### src/hdl/nfc_defs.svh
// Command codes, field positions and timing counts for the flash host
`ifndef NFC_DEFS_SVH
`define NFC_DEFS_SVH
`define NFC_CMD_READ_OPEN 8'h00
`define NFC_CMD_READ_GO 8'h30
`define NFC_CMD_CACHE_NEXT 8'h31
`define NFC_CMD_CACHE_LAST 8'h3f
`define NFC_CMD_DISTRICT 8'h60
`define NFC_CMD_PROG_OPEN 8'h80
`define NFC_CMD_PROG_SECOND 8'h81
`define NFC_CMD_PROG_MID 8'h11
`define NFC_CMD_PROG_GO 8'h10
`define NFC_CMD_COL_CHANGE 8'h85
`define NFC_CMD_STATUS 8'h70
`define NFC_PAGE_MSB 5
`define NFC_DIST_BIT 6
`define NFC_HALF_BIT 17
`define NFC_LAST_PAGE 6'h3f
`define NFC_STAT_FAIL 0
`define NFC_ADDR_LAST 3'h4
`define NFC_COL_LAST 3'h1
`define NFC_ROW_FIRST 3'h2
`define NFC_CLK_NS 50
`define NFC_WB_NS 100
`define NFC_WB_CYC ((`NFC_WB_NS + `NFC_CLK_NS - 1) / `NFC_CLK_NS)
`endif

### src/hdl/nfc_pkg.sv
// Types shared by the flash host modules
package nfc_pkg;
  typedef enum logic [2:0] {
    OP_READ = 3'b000,
    OP_CACHE_NEXT = 3'b001,
    OP_CACHE_LAST = 3'b010,
    OP_MULTI_READ = 3'b011,
    OP_PROGRAM = 3'b100,
    OP_COL_CHANGE = 3'b101,
    OP_MULTI_PROG = 3'b110,
    OP_STATUS = 3'b111
  } nfc_op_e;
  typedef enum logic [1:0] {
    K_CMD = 2'b00,
    K_ADDR = 2'b01,
    K_WDATA = 2'b10,
    K_RDATA = 2'b11
  } nfc_kind_e;
  typedef struct packed {
    nfc_op_e op;
    logic commit;
    logic [12:0] col;
    logic [17:0] row;
    logic [17:0] row2;
    logic [12:0] len;
  } nfc_req_s;
  typedef struct packed {
    logic cle;
    logic ale;
    logic we_n;
    logic re_n;
    logic [7:0] io;
    logic io_oe;
  } nfc_pins_s;
endpackage

### src/hdl/nfc_cycle.sv
// One strobed byte cycle on the flash pins: command, address, write or read
`timescale 1ns/100ps
`include "nfc_defs.svh"
module nfc_cycle import nfc_pkg::*; (
  input wire logic clk_in,
  input wire logic srst_in,
  input wire logic start_in,
  input wire nfc_kind_e kind_in,
  input wire logic [7:0] byte_in,
  input wire logic [7:0] io_in,
  output nfc_pins_s pins_out,
  output logic [7:0] rbyte_out,
  output logic done_out,
  output logic idle_out
);
  typedef enum logic [1:0] {
    CY_IDLE = 2'b00,
    CY_LOW = 2'b01,
    CY_HIGH = 2'b10
  } nfc_cy_e;
  localparam nfc_pins_s PINS_REST = '{cle: 1'b0, ale: 1'b0, we_n: 1'b1, re_n: 1'b1,
                                      io: 8'h00, io_oe: 1'b0};
  nfc_cy_e state, next_state;
  nfc_pins_s next_pins;
  logic [7:0] next_rbyte;

  assign done_out = state == CY_HIGH;
  assign idle_out = state == CY_IDLE;

  always_comb
  begin
    next_state = state;
    next_pins = pins_out;
    next_rbyte = rbyte_out;
    unique case (state)
      CY_IDLE:
      begin
        next_pins = PINS_REST;
        if (start_in)
        begin
          // Latch levels and strobe fall together; device takes the byte on the rise
          next_pins.cle = kind_in == K_CMD; // see RL21
          next_pins.ale = kind_in == K_ADDR; // see RL21
          next_pins.we_n = kind_in == K_RDATA;
          next_pins.re_n = kind_in != K_RDATA;
          next_pins.io = byte_in;
          next_pins.io_oe = kind_in != K_RDATA;
          next_state = CY_LOW;
        end
      end
      CY_LOW:
      begin
        // Latch levels stay one more cycle for hold after the rising strobe
        if (!pins_out.re_n)
          next_rbyte = io_in;
        next_pins.we_n = 1'b1;
        next_pins.re_n = 1'b1;
        next_state = CY_HIGH;
      end
      CY_HIGH:
      begin
        next_pins = PINS_REST;
        next_state = CY_IDLE;
      end
      default:
      begin
        next_pins = PINS_REST;
        next_state = CY_IDLE;
      end
    endcase
  end

  always_ff @(posedge clk_in)
  begin
    if (srst_in)
    begin
      state <= CY_IDLE;
      pins_out <= PINS_REST;
      rbyte_out <= 8'h00;
    end
    else
    begin
      state <= next_state;
      pins_out <= next_pins;
      rbyte_out <= next_rbyte;
    end
  end
endmodule // nfc_cycle

### src/hdl/nfc_fifo.sv
// Synchronous FIFO with valid and ready on both sides
`timescale 1ns/100ps
module nfc_fifo import nfc_pkg::*; #(
  parameter int WIDTH = 8,
  parameter int DEPTH = 16
) (
  input wire logic clk_in,
  input wire logic srst_in,
  input wire logic in_valid_in,
  output logic in_ready_out,
  input wire logic [WIDTH-1:0] in_data_in,
  output logic out_valid_out,
  input wire logic out_ready_in,
  output logic [WIDTH-1:0] out_data_out
);
  localparam int AW = $clog2(DEPTH);
  logic [WIDTH-1:0] mem [DEPTH];
  logic [AW:0] wptr, rptr, next_wptr, next_rptr;
  logic push, pop;

  // Extra pointer bit tells full from empty
  assign in_ready_out = (wptr - rptr) != (AW+1)'(DEPTH);
  assign out_valid_out = wptr != rptr;
  assign out_data_out = mem[rptr[AW-1:0]];
  assign push = in_valid_in && in_ready_out;
  assign pop = out_valid_out && out_ready_in;

  always_comb
  begin
    next_wptr = push ? wptr + 1'b1 : wptr;
    next_rptr = pop ? rptr + 1'b1 : rptr;
  end

  always_ff @(posedge clk_in)
  begin
    if (srst_in)
    begin
      wptr <= '0;
      rptr <= '0;
    end
    else
    begin
      wptr <= next_wptr;
      rptr <= next_rptr;
    end
  end

  always_ff @(posedge clk_in)
  begin
    if (push)
      mem[wptr[AW-1:0]] <= in_data_in;
  end
endmodule // nfc_fifo

### src/hdl/nfc_host.sv
// Flash host controller: read, cached read, multi read and program sequencer
//------------------------------------------------------------------------------
// Overview of operation
// RL1 - Read opens with 00h, five address cycles, then 30h starts the fetch.
// RL2 - Device holds 00h after power-on; host still sends 00h each time.
// RL3 - 31h makes device prefetch next page while cache page is read out.
// RL4 - First normal read passes page through buffer to cache, busy meanwhile.
// RL5 - 31h only after ready; device signals cache transfer end on ready/busy.
// RL6 - Cached page may be read out while the next fetch runs.
// RL7 - Later 31h waits for fetch end, so busy length varies.
// RL8 - 3Fh moves last fetched page to cache without new fetch.
// RL9 - Cached read restarts from the beginning whenever the block changes.
// RL10 - Multi read: 60h plus row per district, then 30h; busy throughout.
// RL11 - After multi read ready, data comes out from the given column.
// RL12 - Both districts use identical page-in-block bits.
// RL13 - Even blocks district 0, odd district 1, pair within one half.
// RL14 - At most one block per district in one multi operation.
// RL15 - District addresses may come in either order, blocks unrelated.
// RL16 - Write protect held high through a multi page read.
// RL17 - 10h after address and data starts the page program.
// RL18 - 85h plus two column cycles redirects further program data.
// RL19 - Column change may repeat any number of times before programming.
// RL20 - After multi program, status bit one set if either page fails; the host takes the fail flag from bit 0.
// RL21 - Command byte taken on write strobe rise with command latch high.
// RL22 - Column in cycles one and two, row in three to five, upper bits low.
// RL23 - During read busy both strobes stay high; only reset or status allowed.
// RL24 - Multi program: 80h, addr, data, 11h, 81h, addr, data, 10h.
//------------------------------------------------------------------------------
`timescale 1ns/100ps
`include "nfc_defs.svh"
module nfc_host import nfc_pkg::*; (
  input wire logic clk_in,
  input wire logic srst_in,
  input wire logic req_valid_in,
  output logic req_ready_out,
  input wire nfc_req_s req_in,
  input wire logic wdata_valid_in,
  output logic wdata_ready_out,
  input wire logic [7:0] wdata_in,
  output logic rdata_valid_out,
  input wire logic rdata_ready_in,
  output logic [7:0] rdata_out,
  input wire logic protect_in,
  output logic done_out,
  output logic err_out,
  output logic [7:0] status_out,
  output logic fail_out,
  output logic ce_n_out,
  output logic cle_out,
  output logic ale_out,
  output logic we_n_out,
  output logic re_n_out,
  output logic wp_n_out,
  output logic [7:0] io_out,
  output logic io_oe_out,
  input wire logic [7:0] io_in,
  input wire logic ready_busy_n_in
);
  typedef enum logic [2:0] {
    ST_IDLE = 3'b000,
    ST_CMD1 = 3'b001,
    ST_ADDR = 3'b010,
    ST_WDATA = 3'b011,
    ST_CMD2 = 3'b100,
    ST_WAIT_WB = 3'b101,
    ST_WAIT_RDY = 3'b110,
    ST_RDATA = 3'b111
  } nfc_st_e;
  nfc_st_e state, next_state;
  nfc_req_s req, next_req;
  logic [12:0] idx, next_idx;
  logic pass, next_pass, stat, next_stat, inflight, next_inflight;
  logic cache_ok, next_cache_ok;
  logic [17:0] cache_row, next_cache_row;
  logic next_done, next_err, next_fail, next_wp_n, next_ce_n;
  logic [7:0] next_status;
  logic cyc_start, cyc_done, cyc_idle;
  nfc_kind_e cyc_kind;
  logic [7:0] cyc_byte, cyc_rbyte;
  nfc_pins_s pins;
  logic wf_valid, wf_pop, rf_ready, rf_push;
  logic [7:0] wf_data;
  logic [17:0] row_sel;
  logic pair_ok, is_status, last_byte;

  //------------------------------------------------------------------------------
  // Byte engine and data buffers
  //------------------------------------------------------------------------------
  nfc_cycle u_cycle (.clk_in(clk_in), .srst_in(srst_in), .start_in(cyc_start),
    .kind_in(cyc_kind), .byte_in(cyc_byte), .io_in(io_in), .pins_out(pins),
    .rbyte_out(cyc_rbyte), .done_out(cyc_done), .idle_out(cyc_idle));

  // Program data stalls the sequencer when the writer falls behind
  nfc_fifo #(.WIDTH(8), .DEPTH(16)) u_wfifo (.clk_in(clk_in), .srst_in(srst_in),
    .in_valid_in(wdata_valid_in), .in_ready_out(wdata_ready_out), .in_data_in(wdata_in),
    .out_valid_out(wf_valid), .out_ready_in(wf_pop), .out_data_out(wf_data));

  // Read strobes are held back while the reader is not draining
  nfc_fifo #(.WIDTH(8), .DEPTH(16)) u_rfifo (.clk_in(clk_in), .srst_in(srst_in),
    .in_valid_in(rf_push), .in_ready_out(rf_ready), .in_data_in(cyc_rbyte),
    .out_valid_out(rdata_valid_out), .out_ready_in(rdata_ready_in),
    .out_data_out(rdata_out));

  assign cle_out = pins.cle;
  assign ale_out = pins.ale;
  assign we_n_out = pins.we_n;
  assign re_n_out = pins.re_n;
  assign io_out = pins.io;
  assign io_oe_out = pins.io_oe;
  assign req_ready_out = state == ST_IDLE;

  //------------------------------------------------------------------------------
  // Request checks and byte selection
  //------------------------------------------------------------------------------
  assign pair_ok = req_in.row[`NFC_PAGE_MSB:0] == req_in.row2[`NFC_PAGE_MSB:0] // see RL12
    && req_in.row[`NFC_DIST_BIT] != req_in.row2[`NFC_DIST_BIT] // see RL14
    && req_in.row[`NFC_HALF_BIT] == req_in.row2[`NFC_HALF_BIT]; // see RL13
  assign row_sel = pass ? req.row2 : req.row; // see RL15
  assign is_status = stat || req.op == OP_STATUS;
  assign last_byte = idx == req.len - 13'd1;

  always_comb
  begin
    cyc_byte = 8'h00;
    cyc_kind = K_CMD;
    unique case (state)
      ST_CMD1:
        if (stat)
          cyc_byte = `NFC_CMD_STATUS;
        else
          unique case (req.op)
            OP_READ: cyc_byte = `NFC_CMD_READ_OPEN; // see RL1
            OP_CACHE_NEXT: cyc_byte = `NFC_CMD_CACHE_NEXT; // see RL3
            OP_CACHE_LAST: cyc_byte = `NFC_CMD_CACHE_LAST; // see RL8
            OP_MULTI_READ: cyc_byte = `NFC_CMD_DISTRICT; // see RL10
            OP_PROGRAM: cyc_byte = `NFC_CMD_PROG_OPEN;
            OP_COL_CHANGE: cyc_byte = `NFC_CMD_COL_CHANGE; // see RL18
            OP_MULTI_PROG: cyc_byte = pass ? `NFC_CMD_PROG_SECOND : `NFC_CMD_PROG_OPEN;
            OP_STATUS: cyc_byte = `NFC_CMD_STATUS;
          endcase
      ST_ADDR:
      begin
        cyc_kind = K_ADDR;
        unique case (idx[2:0]) // see RL22
          3'h0: cyc_byte = req.col[7:0];
          3'h1: cyc_byte = {3'h0, req.col[12:8]};
          3'h2: cyc_byte = row_sel[7:0];
          3'h3: cyc_byte = row_sel[15:8];
          default: cyc_byte = {6'h00, row_sel[17:16]};
        endcase
      end
      ST_WDATA:
      begin
        cyc_kind = K_WDATA;
        cyc_byte = wf_data;
      end
      ST_RDATA: cyc_kind = K_RDATA;
      default:
        if (req.op == OP_READ || req.op == OP_MULTI_READ)
          cyc_byte = `NFC_CMD_READ_GO; // see RL1
        else if (req.op == OP_MULTI_PROG && !pass)
          cyc_byte = `NFC_CMD_PROG_MID; // see RL24
        else
          cyc_byte = `NFC_CMD_PROG_GO; // see RL17
    endcase
  end

  //------------------------------------------------------------------------------
  // Sequencer
  //------------------------------------------------------------------------------
  always_comb
  begin
    next_state = state;
    next_req = req;
    next_idx = idx;
    next_pass = pass;
    next_stat = stat;
    next_inflight = inflight;
    next_cache_ok = cache_ok;
    next_cache_row = cache_row;
    next_done = 1'b0;
    next_err = 1'b0;
    next_status = status_out;
    next_fail = fail_out;
    cyc_start = 1'b0;
    wf_pop = 1'b0;
    rf_push = 1'b0;
    // Strobes only move in byte states, so busy waits keep them high
    if (cyc_idle && !inflight && state inside {ST_CMD1, ST_ADDR, ST_CMD2}) // see RL23
    begin
      cyc_start = 1'b1;
      next_inflight = 1'b1;
    end
    if (cyc_done)
      next_inflight = 1'b0;
    unique case (state)
      ST_IDLE:
        if (req_valid_in)
        begin
          if (((req_in.op == OP_MULTI_READ || req_in.op == OP_MULTI_PROG) && !pair_ok)
              || (req_in.op == OP_CACHE_NEXT
                  && (!cache_ok || cache_row[`NFC_PAGE_MSB:0] == `NFC_LAST_PAGE)) // see RL9
              || (req_in.op == OP_CACHE_LAST && !cache_ok))
            next_err = 1'b1;
          else
          begin
            next_req = req_in;
            next_idx = '0;
            next_pass = 1'b0;
            next_stat = 1'b0;
            next_state = ST_CMD1;
            next_cache_ok = req_in.op == OP_READ || req_in.op == OP_CACHE_NEXT;
            next_cache_row = req_in.op == OP_READ ? req_in.row : cache_row + 18'd1;
          end
        end
      ST_CMD1:
        if (cyc_done)
        begin
          next_idx = '0;
          if (is_status)
            next_state = ST_RDATA;
          else if (req.op == OP_CACHE_NEXT || req.op == OP_CACHE_LAST)
            next_state = ST_WAIT_WB;
          else
          begin
            next_idx = req.op == OP_MULTI_READ ? 13'(`NFC_ROW_FIRST) : 13'd0;
            next_state = ST_ADDR;
          end
        end
      ST_ADDR:
        if (cyc_done)
        begin
          next_idx = idx + 13'd1;
          if (idx[2:0] == (req.op == OP_COL_CHANGE ? `NFC_COL_LAST : `NFC_ADDR_LAST))
          begin
            next_idx = '0;
            if (req.op == OP_MULTI_READ && !pass)
            begin
              next_pass = 1'b1;
              next_state = ST_CMD1;
            end
            else if (req.op == OP_READ || req.op == OP_MULTI_READ)
              next_state = ST_CMD2;
            else
              next_state = ST_WDATA;
          end
        end
      ST_WDATA:
      begin
        if (cyc_idle && !inflight && wf_valid)
        begin
          cyc_start = 1'b1;
          wf_pop = 1'b1;
          next_inflight = 1'b1;
        end
        if (cyc_done)
        begin
          next_idx = idx + 13'd1;
          if (last_byte)
          begin
            next_idx = '0;
            // Without commit the page stays open for another column change
            if (req.commit || req.op == OP_MULTI_PROG) // see RL19
              next_state = ST_CMD2;
            else
            begin
              next_done = 1'b1;
              next_state = ST_IDLE;
            end
          end
        end
      end
      ST_CMD2:
        if (cyc_done)
        begin
          next_idx = '0;
          next_state = ST_WAIT_WB;
        end
      ST_WAIT_WB:
      begin
        // Ready/busy is not valid until the device has had time to pull it low
        next_idx = idx + 13'd1;
        if (idx == 13'(`NFC_WB_CYC))
          next_state = ST_WAIT_RDY;
      end
      ST_WAIT_RDY:
        if (ready_busy_n_in) // see RL5
        begin
          next_idx = '0;
          if (req.op == OP_MULTI_PROG && !pass)
          begin
            next_pass = 1'b1;
            next_state = ST_CMD1;
          end
          else if (req.op inside {OP_PROGRAM, OP_COL_CHANGE, OP_MULTI_PROG})
          begin
            next_stat = 1'b1;
            next_state = ST_CMD1;
          end
          else
            next_state = ST_RDATA; // see RL11
        end
      ST_RDATA:
      begin
        if (cyc_idle && !inflight && (is_status || rf_ready))
        begin
          cyc_start = 1'b1;
          next_inflight = 1'b1;
        end
        if (cyc_done)
        begin
          next_idx = idx + 13'd1;
          rf_push = !is_status;
          if (is_status)
          begin
            next_status = cyc_rbyte;
            next_fail = cyc_rbyte[`NFC_STAT_FAIL]; // see RL20
          end
          if (is_status || last_byte)
          begin
            next_done = 1'b1;
            next_state = ST_IDLE;
          end
        end
      end
    endcase
    // Protect is released for the whole of any operation, multi read included
    next_wp_n = next_state != ST_IDLE || !protect_in; // see RL16
    next_ce_n = next_state == ST_IDLE;
  end

  always_ff @(posedge clk_in)
  begin
    if (srst_in)
    begin
      state <= ST_IDLE;
      req <= '0;
      idx <= '0;
      pass <= 1'b0;
      stat <= 1'b0;
      inflight <= 1'b0;
      cache_ok <= 1'b0;
      cache_row <= '0;
      done_out <= 1'b0;
      err_out <= 1'b0;
      status_out <= 8'h00;
      fail_out <= 1'b0;
      wp_n_out <= 1'b0;
      ce_n_out <= 1'b1;
    end
    else
    begin
      state <= next_state;
      req <= next_req;
      idx <= next_idx;
      pass <= next_pass;
      stat <= next_stat;
      inflight <= next_inflight;
      cache_ok <= next_cache_ok;
      cache_row <= next_cache_row;
      done_out <= next_done;
      err_out <= next_err;
      status_out <= next_status;
      fail_out <= next_fail;
      wp_n_out <= next_wp_n;
      ce_n_out <= next_ce_n;
    end
  end
endmodule // nfc_host

### config.mk
export PLATFORM = sky130hd
export DESIGN_NAME = nfc_host
export DESIGN_NICKNAME = d
export VERILOG_FILES = /design/src/hdl/nfc_pkg.sv /design/src/hdl/nfc_cycle.sv /design/src/hdl/nfc_fifo.sv /design/src/hdl/nfc_host.sv
export VERILOG_INCLUDE_DIRS = /design/src /design/src/hdl
export SDC_FILE = /design/constraint.sdc
export NUM_CORES = 1
export LEC_CHECK = 0
export ABC_CLOCK_PERIOD_IN_PS = 2800
export BUFFER_PORTS_ARGS = -buffer_cell sky130_fd_sc_hd__clkbuf_2
export CORE_MARGIN = 10
export CORE_UTILIZATION = 56
export CTS_BUF_LIST = sky130_fd_sc_hd__clkbuf_8
export CTS_CLUSTER_DIAMETER = 80
export CTS_CLUSTER_SIZE = 8
export DETAILED_ROUTE_END_ITERATION = 7
export PLACE_DENSITY_LB_ADDON = 0.15
export SYNTH_ARGS = -nofsm -noshare
export SYNTH_HDL_FRONTEND = slang
export SYNTH_SLANG_ARGS = --single-unit
### constraint.sdc
create_clock -name clk_in -period 2.8 [get_ports clk_in]
set_input_delay 0 -clock clk_in [delete_from_list [all_inputs] [get_ports clk_in]]
set_output_delay 0 -clock clk_in [all_outputs]
set_load 0.05 [all_outputs]
==> out/results.md <==
| Step | Metric | This run |
| --- | --- | --- |
| logic synthesis | Synthesized net count | 1503 |
| setup path | Critical path's slowest cell | or4_1 |
| setup path | Required time worst endpoint | 3.30 ns |
| place | # port buffers | 125 |
| timing | Hold Slack | 0.169 ns |
| run | Number of maximum-capacitance violations | 0 |
| routing | Via count normalized by instance count | 5.77 |
| timing | Worst Skew | 0.0199 ns |
| floorplanning | Horiz. Die Dim | 198 um |
| routing | Post-detailed-route wirelength per cell | 20.1 um |
| logic synthesis | Netlist Area Pre-Place | 17700 um^2 |
| global route | Maximum number of pins on one net before global-route repair | 62 |
| floorplanning | Starting density of the core | 56.4% |
| routing | Final ANT Viol Nets | 0 |
| logic synthesis | Gate count of the mapped netlist | 1389 |
| setup path | Cell chain of the critical path | buf_4 > or4_1 > or4_1 > a21oi_1 > and4_4 > nand4b_1 > buf_6 > a32o_1 > o21bai_1 |
| logic synthesis | Synthesis-stage register bit count | 411 |
| logic synthesis | Seq/Total Area, Yosys | 61.0% |
| place | GP Congestion | 0.922 |
| timing | Count of pins over their slew limit | 0 |
| min path | Path type of the worst min-delay path | input port to register |
| pwr | VDD IR max | 0.447 mV |
| timing | Post-route fraction of the period consumed by the critical path | 99.1% |
| global route | Global-route usage over all layers | 21.8% |
| finish | Total number of nets in the final design | 1776 |
| pwr | Clock group share of total power | 35.2% |
| cts | Source-to-sink clock delay at the later pin of the worst-skew pair | 0.61 ns |
| finish | Area Overhead vs Synth | 21.1% |
| timing | RSZ-0062 raised after global routing | true |
| setup path | Cell mode on critical path | or4_1 |
| floorplanning | Die Footprint | 39100 um^2 |
| logic synthesis | EDFF count, synth | 256 |
| timing | Final setup viols | 0 |
| timing | Final Hold Violating Endpoints | 0 |
| place | Total placed instance area | 19300 um^2 |
| floorplanning | Top-Level Pins | 126 |
| pwr | Switching power | 2.71 mW |
| floorplanning | Std-Cell Rows | 65 |
| logic synthesis | Mean post-synth cell area | 12.7 um^2 |
| place | DP Wirelength | 28100 um |
| global route | Residual overflow from global routing | 0 |
| setup path | Maximum fanout along the worst path | 8 |
| logic synthesis | Distinct cell type count after synthesis | 69 |
| setup path | Crit path largest cell delay | 0.54 ns |
| cts | Root buf cell | clkbuf_8 |
| cts | Number of CTS-inserted buffers | 57 |
| routing | DRC violation count after routing | 0 |
| floorplanning | Core area | 31400 um^2 |
| setup path | Critical path launch point type | register |
| setup path | Crit. End Element | register |
| global route | Number of global-route vias before repair | 12300 |
| timing | Fin crit period | 2.77 ns |
| logic synthesis | Number of warning messages in the yosys log | 0 |
| pwr | PnR Total Power | 11.5 mW |
| timing | Worst slew pin tran | 0.901 ns |
| finish | Most common library cell in the layout ignoring fill and taps | edfxtp_1 |
| global route | Global-route wire length before repair | 67600 um |
| pwr | Combinational Power Share | 7.7% |
| timing | FMAX | 361 MHz |
| routing | First-iteration detailed-routing DRC count | 1030 |
| cts | Maximum count of clock buffers along a single path | 3 |
| run status | Run status | finished, final reports clean |
| cts | Clock transition at the register clock pins on the worst setup and hold paths after CTS | 0.07 ns |
| global route | Number of antenna violations at the first check in global routing | 1 |
| routing | Total detailed-routing wirelength | 42400 um |
| floorplanning | Die span in y | 198 um |
| routing | Pre-antenna DRT Iters | 5 |
| finish | Final cell area excluding filler cells | 21400 um^2 |
| logic synthesis | Asr flop ratio synth | 0% |
| setup path | Critical path class | register to register |
| routing | Vias | 12100 |
| pwr | Internal power component | 8.76 mW |
| cts | CTS H-tree depth | 2 |
| logic synthesis | Top_reg_cell synth | edfxtp_1 |
| finish | Layout cells sized above 1 | 24.0% |
| cts | Clk sinks | 411 |
| finish | Most frequent cells in the layout | edfxtp_1 (256), nand2_1 (191), dfxtp_1 (152) |
| pwr | Power per standard cell area | 535 nW/um^2 |
| setup path | Arrival time at the worst endpoint | 3.27 ns |
| pwr | Sequential share of power | 57.1% |
| timing | Worst slew slack as a fraction of its limit | 39.5% |
| cts | TritonCTS clock tree | done |
| pwr | Fraction of power spent switching nets | 23.6% |
| pwr | LEAKAGE | 7.90 nW |
[power groups by stage]
stage	Clock (mW)	Combinational [mW]	Sequential, mW
after floorplan	0	0.465	6.68
after global placement	0	0.734	6.67
after detailed placement	0	0.746	6.68
after CTS	4.15	0.865	6.55
after global routing	4.41	0.964	6.56
final	4.03	0.885	6.55
[sequential cells by signal, indices dropped and copies added, names as in the netlist, 6 cells and up, named ones only]
signal,count
idx,13
u_cycle.pins_out,13
cache_row,6
u_wfifo.mem,128
req,66
status_out,8
u_cycle.rbyte_out,8
u_rfifo.mem,128
[routing by layer]
| layer | up-vias | GRT usage, % | share of wire, % | wire [um] |
|---|---|---|---|---|
| met3 | 72 | 3.24 | 6.0 | 2560 |
| li1 | 5708 | - | - | - |
| met1 | 5963 | 29.2 | 42 | 17900 |
| met5 | - | 0 | 0 | 0 |
| met4 | 0 | 7.32 | 2.5 | 1070 |
| met2 | 400 | 35.9 | 49 | 20800 |
[per-stage QoR]
| step | TNS (ns) | cells | setup slack (ns) | utilization [%] |
|---|---|---|---|---|
| finish | 0 | 2104 | 0.0263 | 68.3 |
| global route | -0.116 | 2104 | -0.0796 | 68.3 |
| CTS | 0 | 2102 | 0.0442 | 68.0 |
| detailed placement | -0.0575 | 1897 | -0.00740 | 61.5 |
| global placement | 0 | 1897 | 0.0501 | 61.5 |
| floorplan | -4.17 | 1389 | -0.0962 | - |
[cell type report]
type	count	area, um^2
multi-input cells	867	6730
repair buffers	299	2350
well taps	402	503
clock buffers	57	785
inverters	26	97.6
flip-flops and latches	411	10800
clock inverters	41	173
diodes	1	2.50
fillers	2264	9960
[cells in the mapped netlist, drive strengths merged, types with 22 or more instances]
| master | instances | area (um^2) |
|---|---|---|
| nand2 | 194 | 728 |
| ha | 25 | 313 |
| mux2i | 23 | 230 |
| edfxtp | 256 | 7690 |
| o21ai | 30 | 150 |
| buf | 22 | 123 |
| dfxtp | 155 | 3100 |
| nor2 | 98 | 368 |
| a21oi | 107 | 536 |
| mux4 | 80 | 1800 |
| nor3 | 34 | 170 |
| inv | 26 | 97.6 |
| xnor2 | 25 | 219 |
| clkbuf | 63 | 238 |
[worst max-delay path: cells and delay by family, from the launching register on]
family	cells	cell delay, ns
AND/OR/NAND/NOR	4	1.46
buffers and inverters	2	0.33
AO/OA/AOI/OAI	3	0.55
flip-flops	1	0.31
[logic make-up (layout without fill, tap and decap cells)]
logic type               count (synthesis)  count (layout)  share of synthesized area [%]
adder cells (fa/ha/maj)                 25              25                           1.77
AO/OA/AOI/OAI                          229             229                           8.21
flip-flops                             411             411                           61.0
other                                    0               1                              0
AND/OR/NAND/NOR                        450             450                           11.7
buffers and inverters                  111             423                           2.59
XOR/XNOR                                47              47                           2.41
multiplexers                           116             116                           12.3
[path summary, 6_finish.rpt]
check / start / end / slack (ns) / cells past startpoint
setup / recovery: req[0]$_SDFFE_PP0P_ / idx[10]$_SDFFE_PP0P_ / 0.03 / 9
hold / removal: req_in[22] / req[22]$_SDFFE_PP0P_ / 0.17 / 4
setup reg to reg: req[0]$_SDFFE_PP0P_ / idx[10]$_SDFFE_PP0P_ / 0.03 / 9
hold reg to reg: req[43]$_SDFFE_PP0P_ / req[43]$_SDFFE_PP0P_ / 0.45 / 2
[what timing repair did]
item,in CTS,in global routing
pin swaps,0,2
hold buffers,107,0
buffers inserted,0,1
hold endpoints to repair,244,0
setup endpoints to repair,9,161
gates resized for setup,2,13
Power figures use the tool's default switching activity.
